[config.mk]
export PLATFORM = sky130hd
export DESIGN_NAME = ctv_top
export DESIGN_NICKNAME = d
export VERILOG_FILES = /design/src/ctv_pkg.sv /design/src/ctv_tb_if.sv /design/src/ctv_prio_enc.sv /design/src/ctv_time_base.sv /design/src/ctv_top.sv
export SDC_FILE = /design/constraint.sdc
export NUM_CORES = 1
export LEC_CHECK = 0
export BUFFER_PORTS_ARGS = -buffer_cell sky130_fd_sc_hd__buf_2
export CORE_ASPECT_RATIO = 2
export CORE_MARGIN = 2
export CORE_UTILIZATION = 40
export DETAILED_ROUTE_END_ITERATION = 8
export PLACE_DENSITY = 0.68
export RECOVER_POWER = 25
export SYNTH_ARGS = -nofsm -noshare
export SYNTH_HDL_FRONTEND = slang
export SYNTH_SLANG_ARGS = --single-unit
[constraint.sdc]
create_clock -name clock -period 3.2 [get_ports clock]
set_input_delay 0.64 -clock clock [delete_from_list [all_inputs] [get_ports clock]]
set_output_delay 0.64 -clock clock [all_outputs]
set_load 0.05 [all_outputs]
[src/ctv_pkg.sv]
// ctv_pkg: register offsets, field positions, reset values and cause codes
// for the delay compensation, time base and cause vector slice.
// assumes word-wide register accesses on a 4-bit byte address.
package ctv_pkg;

  // register byte addresses
  localparam logic [3:0] CTV_OFS_TDC = 4'h0;
  localparam logic [3:0] CTV_OFS_TBC = 4'h4;
  localparam logic [3:0] CTV_OFS_TSCON = 4'h8;
  localparam logic [3:0] CTV_OFS_VEC = 4'hc;

  // delay compensation register fields
  localparam int CTV_TDC_EDGE_BIT = 25;
  localparam int CTV_TDC_SID_BIT = 24;
  localparam int CTV_TDC_MODE_LSB = 16;
  localparam int CTV_TDC_OFS_LSB = 8;
  localparam int CTV_TDC_VAL_LSB = 0;
  localparam logic [1:0] CTV_TDC_MODE_RST = 2'h2;
  localparam logic [6:0] CTV_TDC_OFS_RST = 7'h10;
  localparam logic [5:0] CTV_TDC_VAL_RST = 6'h00;

  // time stamp control fields
  localparam int CTV_TS_RES_BIT = 18;
  localparam int CTV_TS_EOF_BIT = 17;
  localparam int CTV_TS_EN_BIT = 16;
  localparam int CTV_TS_PRE_LSB = 0;
  localparam logic [9:0] CTV_TS_PRE_RST = 10'h000;

  // cause vector fields
  localparam int CTV_VEC_RX_LSB = 24;
  localparam int CTV_VEC_TX_LSB = 16;
  localparam int CTV_VEC_FIL_LSB = 8;
  localparam int CTV_VEC_ALL_LSB = 0;
  localparam logic [6:0] CTV_CODE_NONE = 7'h40;
  localparam logic [6:0] CTV_CODE_CAUSE_BASE = 7'h41;
  localparam int CTV_CAUSES = 10;
  localparam int CTV_CAUSE_TBC_IDX = 5;

  // delay compensation modes
  typedef enum logic [1:0] {
    CTV_MODE_OFF,
    CTV_MODE_MANUAL,
    CTV_MODE_AUTO,
    CTV_MODE_AUTO_ALT
  } ctv_mode_t;

endpackage : ctv_pkg

[src/ctv_tb_if.sv]
// ctv_tb_if: carries control and state between the register logic and the
// time base counter. assumes both ends share one clock.
`timescale 1ns/100ps
`default_nettype none
interface ctv_tb_if;
  logic enable;
  logic [9:0] prescale;
  logic load;
  logic [31:0] load_value;
  logic [31:0] count;
  logic wrap;
  modport ctl (output enable, prescale, load, load_value, input count, wrap);
  modport tb (input enable, prescale, load, load_value, output count, wrap);
endinterface : ctv_tb_if
`default_nettype wire

[src/ctv_prio_enc.sv]
// ctv_prio_enc: reports the index of the highest set bit of a flag vector.
// assumes flags are stable levels; output is combinational.
`timescale 1ns/100ps
`default_nettype none
module ctv_prio_enc #(
  parameter int N = 32
) (
  input wire logic [N-1:0] flags,
  output logic any,
  output logic [$clog2(N)-1:0] idx
);
  if (N < 2) begin : g_bad_n
    $error("ctv_prio_enc needs at least two flags");
  end

  // upward scan so the last hit, the highest number, wins
  always_comb begin
    idx = '0;
    for (int i = 0; i < N; i++) begin
      if (flags[i]) idx = i[$clog2(N)-1:0];
    end
  end
  assign any = |flags;
endmodule : ctv_prio_enc
`default_nettype wire

[src/ctv_time_base.sv]
// ctv_time_base: free running 32-bit counter behind a 10-bit prescaler.
// assumes load is a one-cycle pulse from a register write.
`timescale 1ns/100ps
`default_nettype none
module ctv_time_base (
  input wire logic clock,
  input wire logic sys_rst,
  input wire logic ce,
  ctv_tb_if.tb tb
);
  logic [9:0] pre_q;
  logic [31:0] cnt_q;
  logic wrap_q;
  logic tick;

  assign tick = (pre_q == tb.prescale);
  assign tb.count = cnt_q;
  assign tb.wrap = wrap_q;

  // disabled counter is held at zero, not just frozen
  always_ff @(posedge clock) begin
    if (sys_rst) begin
      pre_q <= 10'h000;
      cnt_q <= 32'h0000_0000;
      wrap_q <= 1'b0;
    end else if (ce) begin
      wrap_q <= 1'b0;
      if (!tb.enable) begin
        pre_q <= 10'h000;
        cnt_q <= 32'h0000_0000;
      end else if (tb.load) begin
        pre_q <= 10'h000;
        cnt_q <= tb.load_value;
      end else if (tick) begin
        pre_q <= 10'h000;
        cnt_q <= cnt_q + 32'h0000_0001;
        wrap_q <= (cnt_q == 32'hffff_ffff);
      end else begin
        pre_q <= pre_q + 10'h001;
      end
    end
  end
endmodule : ctv_time_base
`default_nettype wire

[src/ctv_top.sv]
// ctv_top: delay compensation setup, time base and time stamp capture,
// and the read-only interrupt cause vector of a can fd controller.
// assumes a host-side register port (from the serial front end), frame
// event pulses from the protocol engine, and fifo/cause flags as levels.
//
// Contract
// - edge filter enable bit drives edge filtering during bus integration.
// - twelve-bit id enable makes RRS an extra id lsb in fd base frames.
// - mode 1x auto measures plus offset, 01 register plus offset, 00 off.
// - offset is seven-bit two's complement clock periods, -64 to +63.
// - value is unsigned delay of 0 to 63 clock periods.
// - compensation register is writable only in configuration mode.
// - 32-bit counter runs while enabled, one step per prescaled period.
// - clearing the enable stops the counter and zeroes it.
// - any counter register write restarts the prescaler count only; here a write while enabled also loads the written value.
// - prescale setting n gives one increment every n plus one clocks.
// - fd frames stamp after fdf bit when selected, otherwise at sof.
// - end-of-frame stamping captures when the frame becomes valid.
// - without end-of-frame stamping classical frames stamp at sof.
// - receive code names highest flagged fifo 1..31, else 1000000.
// - transmit code names queue 0 or fifo 1..31, else 1000000.
// - filter hit field gives the filter matching the reported message.
// - each code field shows the highest-numbered pending source.
// - unimplemented bits read zero and ignore writes.
// - overall code encodes active cause, 1000000 meaning none.
// - overflow flag sets on counter wrap and holds until cleared.
`timescale 1ns/100ps
`default_nettype none
module ctv_top
  import ctv_pkg::*;
#(
  parameter int FIFOS = 32
) (
  input wire logic clock,
  input wire logic sys_rst,
  input wire logic ce,
  input wire logic config_mode,
  input wire logic [3:0] reg_addr,
  input wire logic reg_wr,
  input wire logic reg_rd,
  input wire logic [31:0] reg_wdata,
  output logic [31:0] reg_rdata_q,
  input wire logic [5:0] measured_delay,
  input wire logic measure_strobe,
  input wire logic sof_sample,
  input wire logic fd_res_sample,
  input wire logic rx_frame_valid,
  input wire logic tx_frame_valid,
  input wire logic [FIFOS-1:0] receive_fifo_flags,
  input wire logic [FIFOS-1:0] transmit_fifo_flags,
  input wire logic [FIFOS*5-1:0] fifo_filter_hits,
  input wire logic [CTV_CAUSES-1:0] cause_flags,
  input wire logic overflow_clear,
  output logic edge_filter_enable_q,
  output logic twelve_bit_base_id_enable_q,
  output logic ssp_enable_q,
  output logic [6:0] secondary_sample_point_q,
  output logic [31:0] timestamp_q,
  output logic stamp_strobe_q,
  output logic time_base_overflow_flag_q,
  output logic [31:0] vector_q
);

  if (FIFOS != 32) begin : g_bad_fifos
    $error("ctv_top codes assume exactly 32 fifos");
  end

  ////////////////////////////////////////////////////////////////////////////
  // register decode

  logic sel_tdc;
  logic sel_tbc;
  logic sel_tscon;
  logic sel_vec;
  logic wr_tdc;
  logic wr_tbc;
  logic wr_tscon;

  // writes to the compensation register outside config mode are dropped
  assign sel_tdc = (reg_addr == CTV_OFS_TDC);
  assign sel_tbc = (reg_addr == CTV_OFS_TBC);
  assign sel_tscon = (reg_addr == CTV_OFS_TSCON);
  assign sel_vec = (reg_addr == CTV_OFS_VEC);
  assign wr_tdc = reg_wr && sel_tdc && config_mode;
  assign wr_tbc = reg_wr && sel_tbc;
  assign wr_tscon = reg_wr && sel_tscon;

  ////////////////////////////////////////////////////////////////////////////
  // delay compensation register

  logic edge_en_q;
  logic sid12_en_q;
  logic [1:0] mode_q;
  logic [6:0] ofs_q;
  logic [5:0] val_q;
  logic auto_mode;

  // both auto codes behave alike; bit one alone decides measuring
  assign auto_mode = mode_q[1];

  // measurements land in auto mode, config mode or not; in the same cycle
  // a measurement beats a software write of the value field
  always_ff @(posedge clock) begin
    if (sys_rst) begin
      edge_en_q <= 1'b0;
      sid12_en_q <= 1'b0;
      mode_q <= CTV_TDC_MODE_RST;
      ofs_q <= CTV_TDC_OFS_RST;
      val_q <= CTV_TDC_VAL_RST;
    end else if (ce) begin
      if (wr_tdc) begin
        edge_en_q <= reg_wdata[CTV_TDC_EDGE_BIT];
        sid12_en_q <= reg_wdata[CTV_TDC_SID_BIT];
        mode_q <= reg_wdata[CTV_TDC_MODE_LSB +: 2];
        ofs_q <= reg_wdata[CTV_TDC_OFS_LSB +: 7];
        val_q <= reg_wdata[CTV_TDC_VAL_LSB +: 6];
      end
      if (auto_mode && measure_strobe) begin
        val_q <= measured_delay;
      end
    end
  end

  ////////////////////////////////////////////////////////////////////////////
  // secondary sample point placement

  logic signed [7:0] ssp_sum;
  logic [6:0] ssp_pos_d;
  logic ssp_en_d;

  // value zero-extended, offset sign-extended: range -64 .. 126
  assign ssp_sum = $signed({2'b00, val_q}) + $signed({ofs_q[6], ofs_q});
  // a negative position cannot be sampled; pin it to the bit start
  assign ssp_pos_d = ssp_sum[7] ? 7'h00 : ssp_sum[6:0];
  assign ssp_en_d = (mode_q != CTV_MODE_OFF);

  // protocol-facing controls, registered so the engine sees clean levels
  always_ff @(posedge clock) begin
    if (sys_rst) begin
      edge_filter_enable_q <= 1'b0;
      twelve_bit_base_id_enable_q <= 1'b0;
      ssp_enable_q <= 1'b0;
      secondary_sample_point_q <= 7'h00;
    end else if (ce) begin
      edge_filter_enable_q <= edge_en_q;
      twelve_bit_base_id_enable_q <= sid12_en_q;
      ssp_enable_q <= ssp_en_d;
      secondary_sample_point_q <= ssp_pos_d;
    end
  end

  ////////////////////////////////////////////////////////////////////////////
  // time stamp control register

  logic ts_res_q;
  logic ts_eof_q;
  logic tb_en_q;
  logic [9:0] tb_pre_q;

  always_ff @(posedge clock) begin
    if (sys_rst) begin
      ts_res_q <= 1'b0;
      ts_eof_q <= 1'b0;
      tb_en_q <= 1'b0;
      tb_pre_q <= CTV_TS_PRE_RST;
    end else if (ce && wr_tscon) begin
      ts_res_q <= reg_wdata[CTV_TS_RES_BIT];
      ts_eof_q <= reg_wdata[CTV_TS_EOF_BIT];
      tb_en_q <= reg_wdata[CTV_TS_EN_BIT];
      tb_pre_q <= reg_wdata[CTV_TS_PRE_LSB +: 10];
    end
  end

  ////////////////////////////////////////////////////////////////////////////
  // time base counter

  ctv_tb_if tb_bus ();

  // while enabled, a counter write loads the value and restarts the prescale count
  assign tb_bus.enable = tb_en_q;
  assign tb_bus.prescale = tb_pre_q;
  assign tb_bus.load = wr_tbc;
  assign tb_bus.load_value = reg_wdata;

  ctv_time_base u_time_base (
    .clock(clock),
    .sys_rst(sys_rst),
    .ce(ce),
    .tb(tb_bus.tb)
  );

  // set beats a clear in the same cycle so no wrap is ever missed
  always_ff @(posedge clock) begin
    if (sys_rst) begin
      time_base_overflow_flag_q <= 1'b0;
    end else if (ce) begin
      if (tb_bus.wrap) begin
        time_base_overflow_flag_q <= 1'b1;
      end else if (overflow_clear) begin
        time_base_overflow_flag_q <= 1'b0;
      end
    end
  end

  ////////////////////////////////////////////////////////////////////////////
  // time stamp capture

  logic stamp_take;
  logic early_take;
  logic late_take;

  // sof stamp is provisional: an fd frame with res stamping overwrites it
  // once the bit after fdf is sampled, since fd is unknown at sof
  assign early_take = sof_sample || (ts_res_q && fd_res_sample);
  assign late_take = rx_frame_valid || tx_frame_valid;
  assign stamp_take = ts_eof_q ? late_take : early_take;

  always_ff @(posedge clock) begin
    if (sys_rst) begin
      timestamp_q <= 32'h0000_0000;
      stamp_strobe_q <= 1'b0;
    end else if (ce) begin
      stamp_strobe_q <= stamp_take;
      if (stamp_take) begin
        timestamp_q <= tb_bus.count;
      end
    end
  end

  ////////////////////////////////////////////////////////////////////////////
  // cause vector

  logic rx_any;
  logic [4:0] rx_idx;
  logic tx_any;
  logic [4:0] tx_idx;
  logic fifo_any;
  logic [4:0] fifo_idx;
  logic cause_any;
  logic [3:0] cause_idx;
  logic [CTV_CAUSES-1:0] causes;
  logic [FIFOS-1:0] rx_live;
  logic [6:0] rx_code;
  logic [6:0] tx_code;
  logic [6:0] all_code;
  logic [4:0] fil_hit;
  logic [31:0] vec_d;

  // fifo zero cannot receive, so its receive flag is ignored
  assign rx_live = {receive_fifo_flags[FIFOS-1:1], 1'b0};
  // our own overflow flag feeds its slot among the general causes
  assign causes = cause_flags |
    (CTV_CAUSES'(time_base_overflow_flag_q) << CTV_CAUSE_TBC_IDX);

  ctv_prio_enc #(.N(FIFOS)) u_rx_enc (
    .flags(rx_live),
    .any(rx_any),
    .idx(rx_idx)
  );

  ctv_prio_enc #(.N(FIFOS)) u_tx_enc (
    .flags(transmit_fifo_flags),
    .any(tx_any),
    .idx(tx_idx)
  );

  ctv_prio_enc #(.N(FIFOS)) u_fifo_enc (
    .flags(rx_live | transmit_fifo_flags),
    .any(fifo_any),
    .idx(fifo_idx)
  );

  ctv_prio_enc #(.N(CTV_CAUSES)) u_cause_enc (
    .flags(causes),
    .any(cause_any),
    .idx(cause_idx)
  );

  // each field shows its highest-numbered pending source
  assign rx_code = rx_any ? {2'b00, rx_idx} : CTV_CODE_NONE;
  assign tx_code = tx_any ? {2'b00, tx_idx} : CTV_CODE_NONE;
  // general causes all sit above the fifo codes, so they win first
  assign all_code = cause_any ? CTV_CODE_CAUSE_BASE + {3'b000, cause_idx}
                  : fifo_any ? {2'b00, fifo_idx}
                  : CTV_CODE_NONE;
  // filter number follows the receive fifo that is being reported
  assign fil_hit = fifo_filter_hits[rx_idx*5 +: 5];

  // unimplemented bits tie to zero
  always_comb begin
    vec_d = 32'h0000_0000;
    vec_d[CTV_VEC_RX_LSB +: 7] = rx_code;
    vec_d[CTV_VEC_TX_LSB +: 7] = tx_code;
    vec_d[CTV_VEC_FIL_LSB +: 5] = fil_hit;
    vec_d[CTV_VEC_ALL_LSB +: 7] = all_code;
  end

  // one cycle of latency; the vector is a snapshot, not a live decode
  always_ff @(posedge clock) begin
    if (sys_rst) begin
      vector_q <= {1'b0, CTV_CODE_NONE, 1'b0, CTV_CODE_NONE, 8'h00, 1'b0,
                   CTV_CODE_NONE};
    end else if (ce) begin
      vector_q <= vec_d;
    end
  end

  ////////////////////////////////////////////////////////////////////////////
  // read path

  logic [31:0] tdc_rd;
  logic [31:0] tscon_rd;
  logic [31:0] rd_mux;

  // reserved positions are built as zero, never stored
  always_comb begin
    tdc_rd = 32'h0000_0000;
    tdc_rd[CTV_TDC_EDGE_BIT] = edge_en_q;
    tdc_rd[CTV_TDC_SID_BIT] = sid12_en_q;
    tdc_rd[CTV_TDC_MODE_LSB +: 2] = mode_q;
    tdc_rd[CTV_TDC_OFS_LSB +: 7] = ofs_q;
    tdc_rd[CTV_TDC_VAL_LSB +: 6] = val_q;
    tscon_rd = 32'h0000_0000;
    tscon_rd[CTV_TS_RES_BIT] = ts_res_q;
    tscon_rd[CTV_TS_EOF_BIT] = ts_eof_q;
    tscon_rd[CTV_TS_EN_BIT] = tb_en_q;
    tscon_rd[CTV_TS_PRE_LSB +: 10] = tb_pre_q;
  end

  // unmapped addresses read as zero
  assign rd_mux = sel_tdc ? tdc_rd
                : sel_tbc ? tb_bus.count
                : sel_tscon ? tscon_rd
                : sel_vec ? vector_q
                : 32'h0000_0000;

  // read data holds until the next read
  always_ff @(posedge clock) begin
    if (sys_rst) begin
      reg_rdata_q <= 32'h0000_0000;
    end else if (ce && reg_rd) begin
      reg_rdata_q <= rd_mux;
    end
  end

endmodule : ctv_top
`default_nettype wire

* Word level (Yosys, flattened, before mapping)
Index checks and enable logic that the tools add are counted.
Word-level totals: bits in registers 175, input port bits 288, output and inout port bits 108
Operators by class: $add $sub $neg 4, $mul 1, muxes and demuxes 125, equal/unequal tests 6, reductions and logical operators 23, shift-type cells 1, bitwise logic cells 2
Operator list (number):
- $mux 5 | 48
- $mux 32 | 5
- $shiftx 160x9->5 | 1
- $mux 4 | 26
- $reduce_or 32->1 | 2
- $mux 31 | 2
- $mux 3 | 16
- $mux 7 | 5
- $add 32x1->32 const B | 1
- $eq 32x32->1 const B | 1
- $or 32x32->32 | 1
- $reduce_or 31->1 | 1
- $mux 10 | 3
- $mux 2 | 8
- $mux 6 | 2
- $add 10x1->10 const B | 1
- $eq 10x10->1 | 1
- $mux 1 | 10
- $or 10x6->10 | 1
- $reduce_and 2->1 | 5
- $reduce_or 10->1 | 1
- $add 7x7->8 | 1
- $eq 4x4->1 const B | 2
- $logic_and 1x1->1 | 8
- 7 further kinds | 10

* Logic depth before layout (Yosys ltp)
Gate-level depths: netlist of the first run.
depth after elaboration 34, gate-level depth with buffers 13

* Hierarchy
A second synthesis of the first run with hierarchy kept.
Second synthesis, totals: cell total of the unflattened synthesis 1362, area, all modules 11070.6 um^2
Modules (own cells, without submodules):
- ctv_top | cells an instance 834, area each 7209.4 um^2, times used 1
- ctv_time_base | cells an instance 327, area each 2671.3 um^2, times used 1
- ctv_prio_enc (u_fifo_enc ...) | cells an instance 62, area each 366.6 um^2, times used 3
- ctv_prio_enc (u_cause_enc) | cells an instance 15, area each 90.1 um^2, times used 1

* Least setup slack after synthesis of the first run
OpenSTA, ideal clock, no wires.
kind input to register, start point input port receive_fifo_flags[7], end point register vector_q[3], setup time 137 ps, data required time 3063 ps, data arrival time 2361 ps, cell stages on the path 6, setup slack 702 ps, path buffers 0, cell sequence or4_4 > or4_1 > nor3_2 > a41oi_1 > a2111oi_0 > a211oi_1
On the way: word-level cells in the longest chain between the ends 4
Ends and longest elaborated chain:
- from (decl) | line ctv_top.sv:49 | input wire logic [FIFOS-1:0] receive_fifo_flags,
- $or 32x32->32 | line ctv_top.sv:268 | .flags(rx_live | transmit_fifo_flags),
- $reduce_or 32->1 | line ctv_prio_enc.sv:23 | assign any = |flags;
- $mux 7 | line ctv_top.sv:284 | : fifo_any ? {2'b00, fifo_idx}
- $mux 7 | line ctv_top.sv:283 | assign all_code = cause_any ? CTV_CODE_CAUSE_BASE + {3'b000, cause_idx}
- to (signal assigned) | line ctv_top.sv:301 | vector_q <= {1'b0, CTV_CODE_NONE, 1'b0, CTV_CODE_NONE, 8'h00, 1'b0,
- to (signal assigned) | line ctv_top.sv:304 | vector_q <= vec_d;
- to (decl) | line ctv_top.sv:61 | output logic [31:0] vector_q
No other way between the ends. A chain may end at the register's enable or synchronous reset.

* Worst setup path in the final report of the first run
start point input port receive_fifo_flags[29], end point register vector_q[12]
On the way: word-level cells in the longest chain between the ends 5
Ends and longest elaborated chain:
- $mux 5 (3 in a row) | line ctv_prio_enc.sv:20 | if (flags[i]) idx = i[$clog2(N)-1:0];
- $mul 5x3->8 | line ctv_top.sv:287 | assign fil_hit = fifo_filter_hits[rx_idx*5 +: 5];
- $shiftx 160x9->5 | line ctv_top.sv:287
No other way between the ends.

==> impl_metrics.ini, run 1 <==
[outcome]
status = finished, violations left
violations = capacitance limit, slew limit

[final_layout]
multiInputGateArea_sq_mm = 0.00633
n_fill_cell = 2554
final_nets = 2012
syn_to_final_growth_pct = 28.0
finalNonFillerCells = 2067
drive_gt1_frac = 0.267
final-seq-area_sq_mm = 0.00344
fin_util = 0.516

[synth]
ys_top_cells_by_count = nand2_1, dfxtp_1, a21oi_1, nor2_1, mux2i_1
synth_edf_count = 0
synth_most_common_cell = nand2_1
synthDistinctLibCells = 72
synth_top_flop_cell = dfxtp_1
synth_top_area_share = 0.336
synth_seq_cells = 172
ys_warn_count = 0
synth_area_leaders = dfxtp_1, mux2i_1, nand2_1
seq_area_frac_synth = 0.336
async_flop_share = 0
synth_top_area_cell = dfxtp_1
syn_avg_cell_area_sq_um = 7.59
synth_cells = 1352
netlist_area_sq_mm = 0.0103

[sta]
hold_slack_ns = 0.451
finalSetupTns_ns = 0
final_hold_viol_count = 0
min_period_over_period = 0.894
skew_ns = 0.00735
grt_setup_unrepaired = false
worst_slew_pin_slew_ns = 1.54
fmax_mhz = 350
finalCriticalPeriod_ns = 2.86
maxSlewHeadroom = -0.0286
slew_violations = 34
setup_viol = 0

[die]
die_w_um = 117
rows = 83
core_area_sq_mm = 0.0254
initial_core_util = 0.403
die_y_um = 230
dieArea_sq_mm = 0.0270
io_pins = 396

[clocking]
clock_path_buffers = 2
cts_tree = built
cts-buffers-inserted = 17
htreeDepth = 4
cts_resized = 0
clk_latency_ns = 0.43
clk_pin_slew_worst_paths_ns = 0.07
post_cts_buffers = 0
hold_buffers = 0
cts-root-buf = clkbuf_16
clkSinkCount = 172

[hold_path]
hold_path.class = reg2reg
holdCritStartpoint = timestamp_q[8]
hold_depth = 2
min_to = timestamp_q[8]

[worst_setup_path]
critPathKind = in2reg
r2r_start = tb_bus.prescale[4]
reg2regPathDepth = 9
path_max_fanout = 10
critPathCaptureType = flop
worstPathRequired_ns = 3.49
r2r_end = u_time_base.tb.count[15]
arrival_ns = 3.15
cp-start-kind = input pin
ff2ff_setup_slack_ns = 0.51

[grt]
antenna_found_initial = 7
grt_max_degree = 126
grt_util_met1 = 0.378
use_met2 = 0.482
met3_usage = 0.0811
busiest_layer = met2
grtUsageTotal = 0.299
globalRoute.totalOverflow = 0
grt_pass1_wl_mm = 61.9
grt_pass1_vias = 11000

[detailed_routing]
via_count = 11700
route.detailed.drc = 0
viasPerCell = 5.66
first_iter_violations = 962
drt_first_pass_iters = 5
wl_per_cell_um = 19.9
finalWirelength_mm = 41.0
ant_nets = 0

[pwr]
p_leak_uw = 0.00559
ir_worst_vdd_mv = 0.393
p_per_area_mw_per_mm2 = 395

[run]
cap_violations = 1

[placed_design]
hpwl_mm = 32.2
dp.cells = 2035
portBuffers = 385
place_congestion = 0.958
-- cells by family after synthesis --
family                     Yosys count  share of synthesized area
AOI/OAI and AO/OA                  370                      0.225
xor gates and xnor gates            24                     0.0205
adders and majority gates           10                     0.0129
buffers and inverters              123                     0.0516
DFF                                172                      0.336
muxes                              112                      0.111
other                                1                   0.000366
and+or+nand+nor                    540                      0.243
-- final cells by class --
type	count	share of cell area
Inverter	27	0.00772
Sequential cell	172	0.262
Antenna cell	2	0.000381
Timing Repair Buffer	431	0.174
Multi-Input combinational cell	1065	0.482
Clock buffer	22	0.0346
Clock inverter	8	0.00648
Tap cell	340	0.0324
-- through the flow --
stage / setup slack, ns / total power, uW / cell area, sq um
5_1_grt: 0.0851 / 5380 / 13100
2_1_floorplan: 0.702 / 2820 / 10300
6_report: 0.339 / 5190 / 13100
3_3_place_gp: -0.0228 / 3250 / 12600
4_1_cts: 0.380 / 5220 / 13200
3_5_place_dp: -0.0653 / 3250 / 12600
-- report_power, final --
part	switching, uW	leakage (uW)	internal, uW
clock network	886	0.000263	1090
registers	51.6	0.00139	2180
logic	607	0.00394	367
-- layout by cell type, fill, tap and decap left out, types with 32 or more instances in the layout --
master    count
a21oi_1     135
buf_2       358
buf_4        41
clkbuf_1     32
dfxtp_1     172
mux2i_1     101
nand2_1     209
nand3_1      46
nor2_1      135
nor3_1       43
o21ai_0      50
o22ai_1      49
-- worst max path at each step --
stage,start,end,depth (start not counted)
final,receive_fifo_flags[29],vector_q[12],10
after CTS,receive_fifo_flags[29],vector_q[11],10
after detailed placement,receive_fifo_flags[29],vector_q[11],10
after global routing,receive_fifo_flags[29],vector_q[3],9
after floorplan,receive_fifo_flags[7],vector_q[3],6
after global placement,receive_fifo_flags[29],vector_q[12],10
-- flip-flops by register name (all words and copies together), names as in the netlist, 2 cells and up --
signal / flops
u_time_base.tb.count: 32
reg_rdata_q: 32
mode_q: 2
u_time_base.pre_q: 10
ofs_q: 7
tb_bus.prescale: 10
timestamp_q: 32
val_q: 6
secondary_sample_point_q: 7
vector_q: 23
-- layer usage --
metal,vias to the layer above,wire [um]
met5,-,13
met4,2,1520
met3,86,3830
met2,570,19300
met1,5430,16300
li1,5607,-
-- worst max-delay path, stage by stage --
cell	delay [ns]
buf_2	0.12
buf_4	0.15
nor4_1	0.43
and2_1	0.24
a21boi_2	0.25
and2b_1	0.22
nand2b_1	0.33
o22ai_1	0.15
nor4_1	0.43
o221ai_1	0.17
Power figures use the tool's default switching activity.
==> inputs of run 2 (changes only) <==
ABC_AREA = 1   (was default)
CTS_CLUSTER_DIAMETER = 60   (was default)
PLACE_DENSITY = 0.67   (was 0.68)
==> run 2 against run 1 <==
Effect of this change:
- the run still ends with capacitance limit, slew limit left
- final cell count grew 23%
- hold slack lost 0.011 ns
- first-iteration DRC count shrank 2.5%
- maximum frequency shrank 7.2%
- synthesized area grew 7.6%
- wire length grew 5.8%
- sequential power grew 2%
- total power grew 11%
- critical endpoint is now u_time_base.tb.count[29]
- largest cell class unchanged
==> impl_metrics.ini, run 2 <==
[die]
core_area_sq_mm = 0.0273
die_y_um = 239
dieArea_sq_mm = 0.0290
die_w_um = 121
initial_core_util = 0.404
io_pins = 396
rows = 86

[placed_design]
portBuffers = 385
hpwl_mm = 31.9
place_congestion = 0.933
dpl-instance-area_sq_mm = 0.0135

[sta]
setup_viol = 0
grt_setup_unrepaired = true
slew_violations = 56
min_period_over_period = 0.963
worst_slew_pin_slew_ns = 2.21
final_hold_viol_count = 0
hold_slack_ns = 0.441
skew_ns = 0.00919
maxSlewHeadroom = -0.474
fmax_mhz = 324
finalCriticalPeriod_ns = 3.08

[synth]
synth_area_leaders = dfxtp_1, nand2_1, nand3_1
synth_top_area_cell = dfxtp_1
netlist_area_sq_mm = 0.0110
synth_top_flop_cell = dfxtp_1
synthDistinctLibCells = 51
syn_avg_cell_area_sq_um = 6.16
ys_warn_count = 0
async_flop_share = 0
ys_top_cells_by_count = nand2_1, nand3_1, inv_1
synth_top_area_share = 0.312
synth_seq_cells = 172
synth_cells = 1791
synth_edf_count = 0
seq_area_frac_synth = 0.312
synth_most_common_cell = nand2_1

[pwr]
combinationalPowerShare = 0.236
p_leak_uw = 0.00708
ir_worst_vdd_mv = 0.389
p_total_uw = 5760
intPower_uw = 3950
switchingPower_uw = 1810
seqPwrFrac = 0.394
swShare = 0.314
p_per_area_mw_per_mm2 = 384
p_clk_frac = 0.371

[worst_setup_path]
worstPathRequired_ns = 3.49
cp-start-kind = flop
ff2ff_setup_slack_ns = 0.12
critPathKind = reg2reg
critPathCaptureType = flop
r2r_end = u_time_base.tb.count[29]
arrival_ns = 3.37
r2r_start = u_time_base.tb.count[0]
reg2regPathDepth = 19
path_max_fanout = 5

[clocking]
clock_path_buffers = 2
clk_latency_ns = 0.44
cts-root-buf = clkbuf_16
hold_buffers = 0
clk_pin_slew_worst_paths_ns = 0.06
htreeDepth = 4
cts-buffers-inserted = 17
clkSinkCount = 172
cts_tree = built

[hold_path]
hold_depth = 2
hold_path.class = reg2reg
min_to = timestamp_q[8]
holdCritStartpoint = timestamp_q[8]

[detailed_routing]
wl_per_cell_um = 17.1
finalWirelength_mm = 43.4
viasPerCell = 5.31
first_iter_violations = 938
via_count = 13500
ant_nets = 0
drt_first_pass_iters = 5
route.detailed.drc = 0

[outcome]
violations = capacitance limit, slew limit
status = finished, violations left

[grt]
grtUsageTotal = 0.274
grt_max_degree = 82
globalRoute.totalOverflow = 0
grt_pass1_wl_mm = 63.1
grt_pass1_vias = 12100
antenna_found_initial = 1

[final_layout]
drive_gt1_frac = 0.273
fin_util = 0.549
final_cell_mix = nand2_1, buf_2, inv_1, nor2_1, nand3_1
final_area_sq_mm = 0.0150
final_nets = 2476
antennaDiodeCount = 0
final_common_cell = nand2_1
syn_to_final_growth_pct = 36.0

[run]
cap_violations = 1
==> run 2: changes by cell type in the layout (fill, tap and decap cells not counted), moves of 37 or more <==
| cell | change |
|---|---|
| inv_1 | +187 |
| mux2i_1 | -101 |
| nand3_2 | +59 |
| o22ai_1 | -37 |
| nor2_1 | +51 |
| nand3_1 | +133 |
| nand2_1 | +183 |
| o21ai_0 | +62 |
==> run 2: cell families (layout without fill, tap and decap cells) <==
group / Yosys count / in the layout / share of synthesized area
AO/OA/AOI/OAI: 335 / 335 / 0.175
XOR/XNOR: 30 / 30 / 0.0238
adder cells (fa/ha/maj): 10 / 10 / 0.0120
buffers and inverters: 332 / 723 / 0.117
flip-flops: 172 / 172 / 0.312
other: 1 / 9 / 0.000340
AND/OR/NAND/NOR: 911 / 912 / 0.359
==> run 2: power by group through the flow <==
stage | Combinational (uW) | Clock [uW] | Sequential, uW
final | 1360 | 2140 | 2270
after global routing | 1470 | 2230 | 2270
after CTS | 1210 | 2150 | 2270
after detailed placement | 1200 | 0 | 2310
after global placement | 1200 | 0 | 2310
after floorplan | 524 | 0 | 2520
==> run 2: worst max path at each step <==
stage | from | endpoint
6_report | u_time_base.tb.count[0] | u_time_base.tb.count[29]
5_1_grt | u_time_base.tb.count[0] | u_time_base.tb.count[31]
4_1_cts | u_time_base.tb.count[1] | u_time_base.tb.count[29]
3_5_place_dp | receive_fifo_flags[2] | vector_q[11]
3_3_place_gp | receive_fifo_flags[2] | vector_q[9]
2_1_floorplan | receive_fifo_flags[2] | vector_q[11]
==> run 2: timing repair <==
action                     4_1_cts  5_1_grt
cloned                           0       18
buffers inserted                 0        8
gates resized for setup          1      118
pin swaps                        0       56
setup endpoints to repair        1       10
==> run 2: per-stage QoR <==
step / std cells / worst slack, ns / setup TNS (ns)
2_1_floorplan: 1799 / 0.281 / 0
3_3_place_gp: 2485 / -0.239 / -1.01
3_5_place_dp: 2485 / -0.231 / -1.01
4_1_cts: 2517 / 0.0358 / 0
5_1_grt: 2543 / -0.195 / -1.21
6_report: 2543 / 0.118 / 0
==> run 2: area by class of cell <==
type,instances,area (sq um)
multi-input cells,1296,6810
fillers,2861,12300
well taps,352,440
clock inverters,9,110
clock buffers,23,498
flip-flops and latches,172,3450
inverters,224,843
repair buffers,467,2870
==> run 2: worst max-delay path: stages, from the launching register on <==
cell and delay (ns):
dfxtp_2 0.35, inv_4 0.04, nor3_4 0.22, nand3_2 0.14, nor3_4 0.16, nand2_2 0.10, nor2_4 0.10, inv_2 0.06
nor2_4 0.09, inv_2 0.06, nor3_4 0.17, nand4_4 0.13, nor4_4 0.23, nand4_2 0.18, nor2_4 0.16, nand3_4 0.10
nor4_4 0.28, a21oi_1 0.11, o221ai_1 0.18, o22ai_1 0.10
==> run 2: routing by layer <==
layer,up-vias,track usage,part of all wire
met1,6154,0.355,0.41
met2,623,0.468,0.48
met3,80,0.0520,0.086
met5,-,0,0.00030
li1,6650,-,-
met4,2,0.0669,0.021
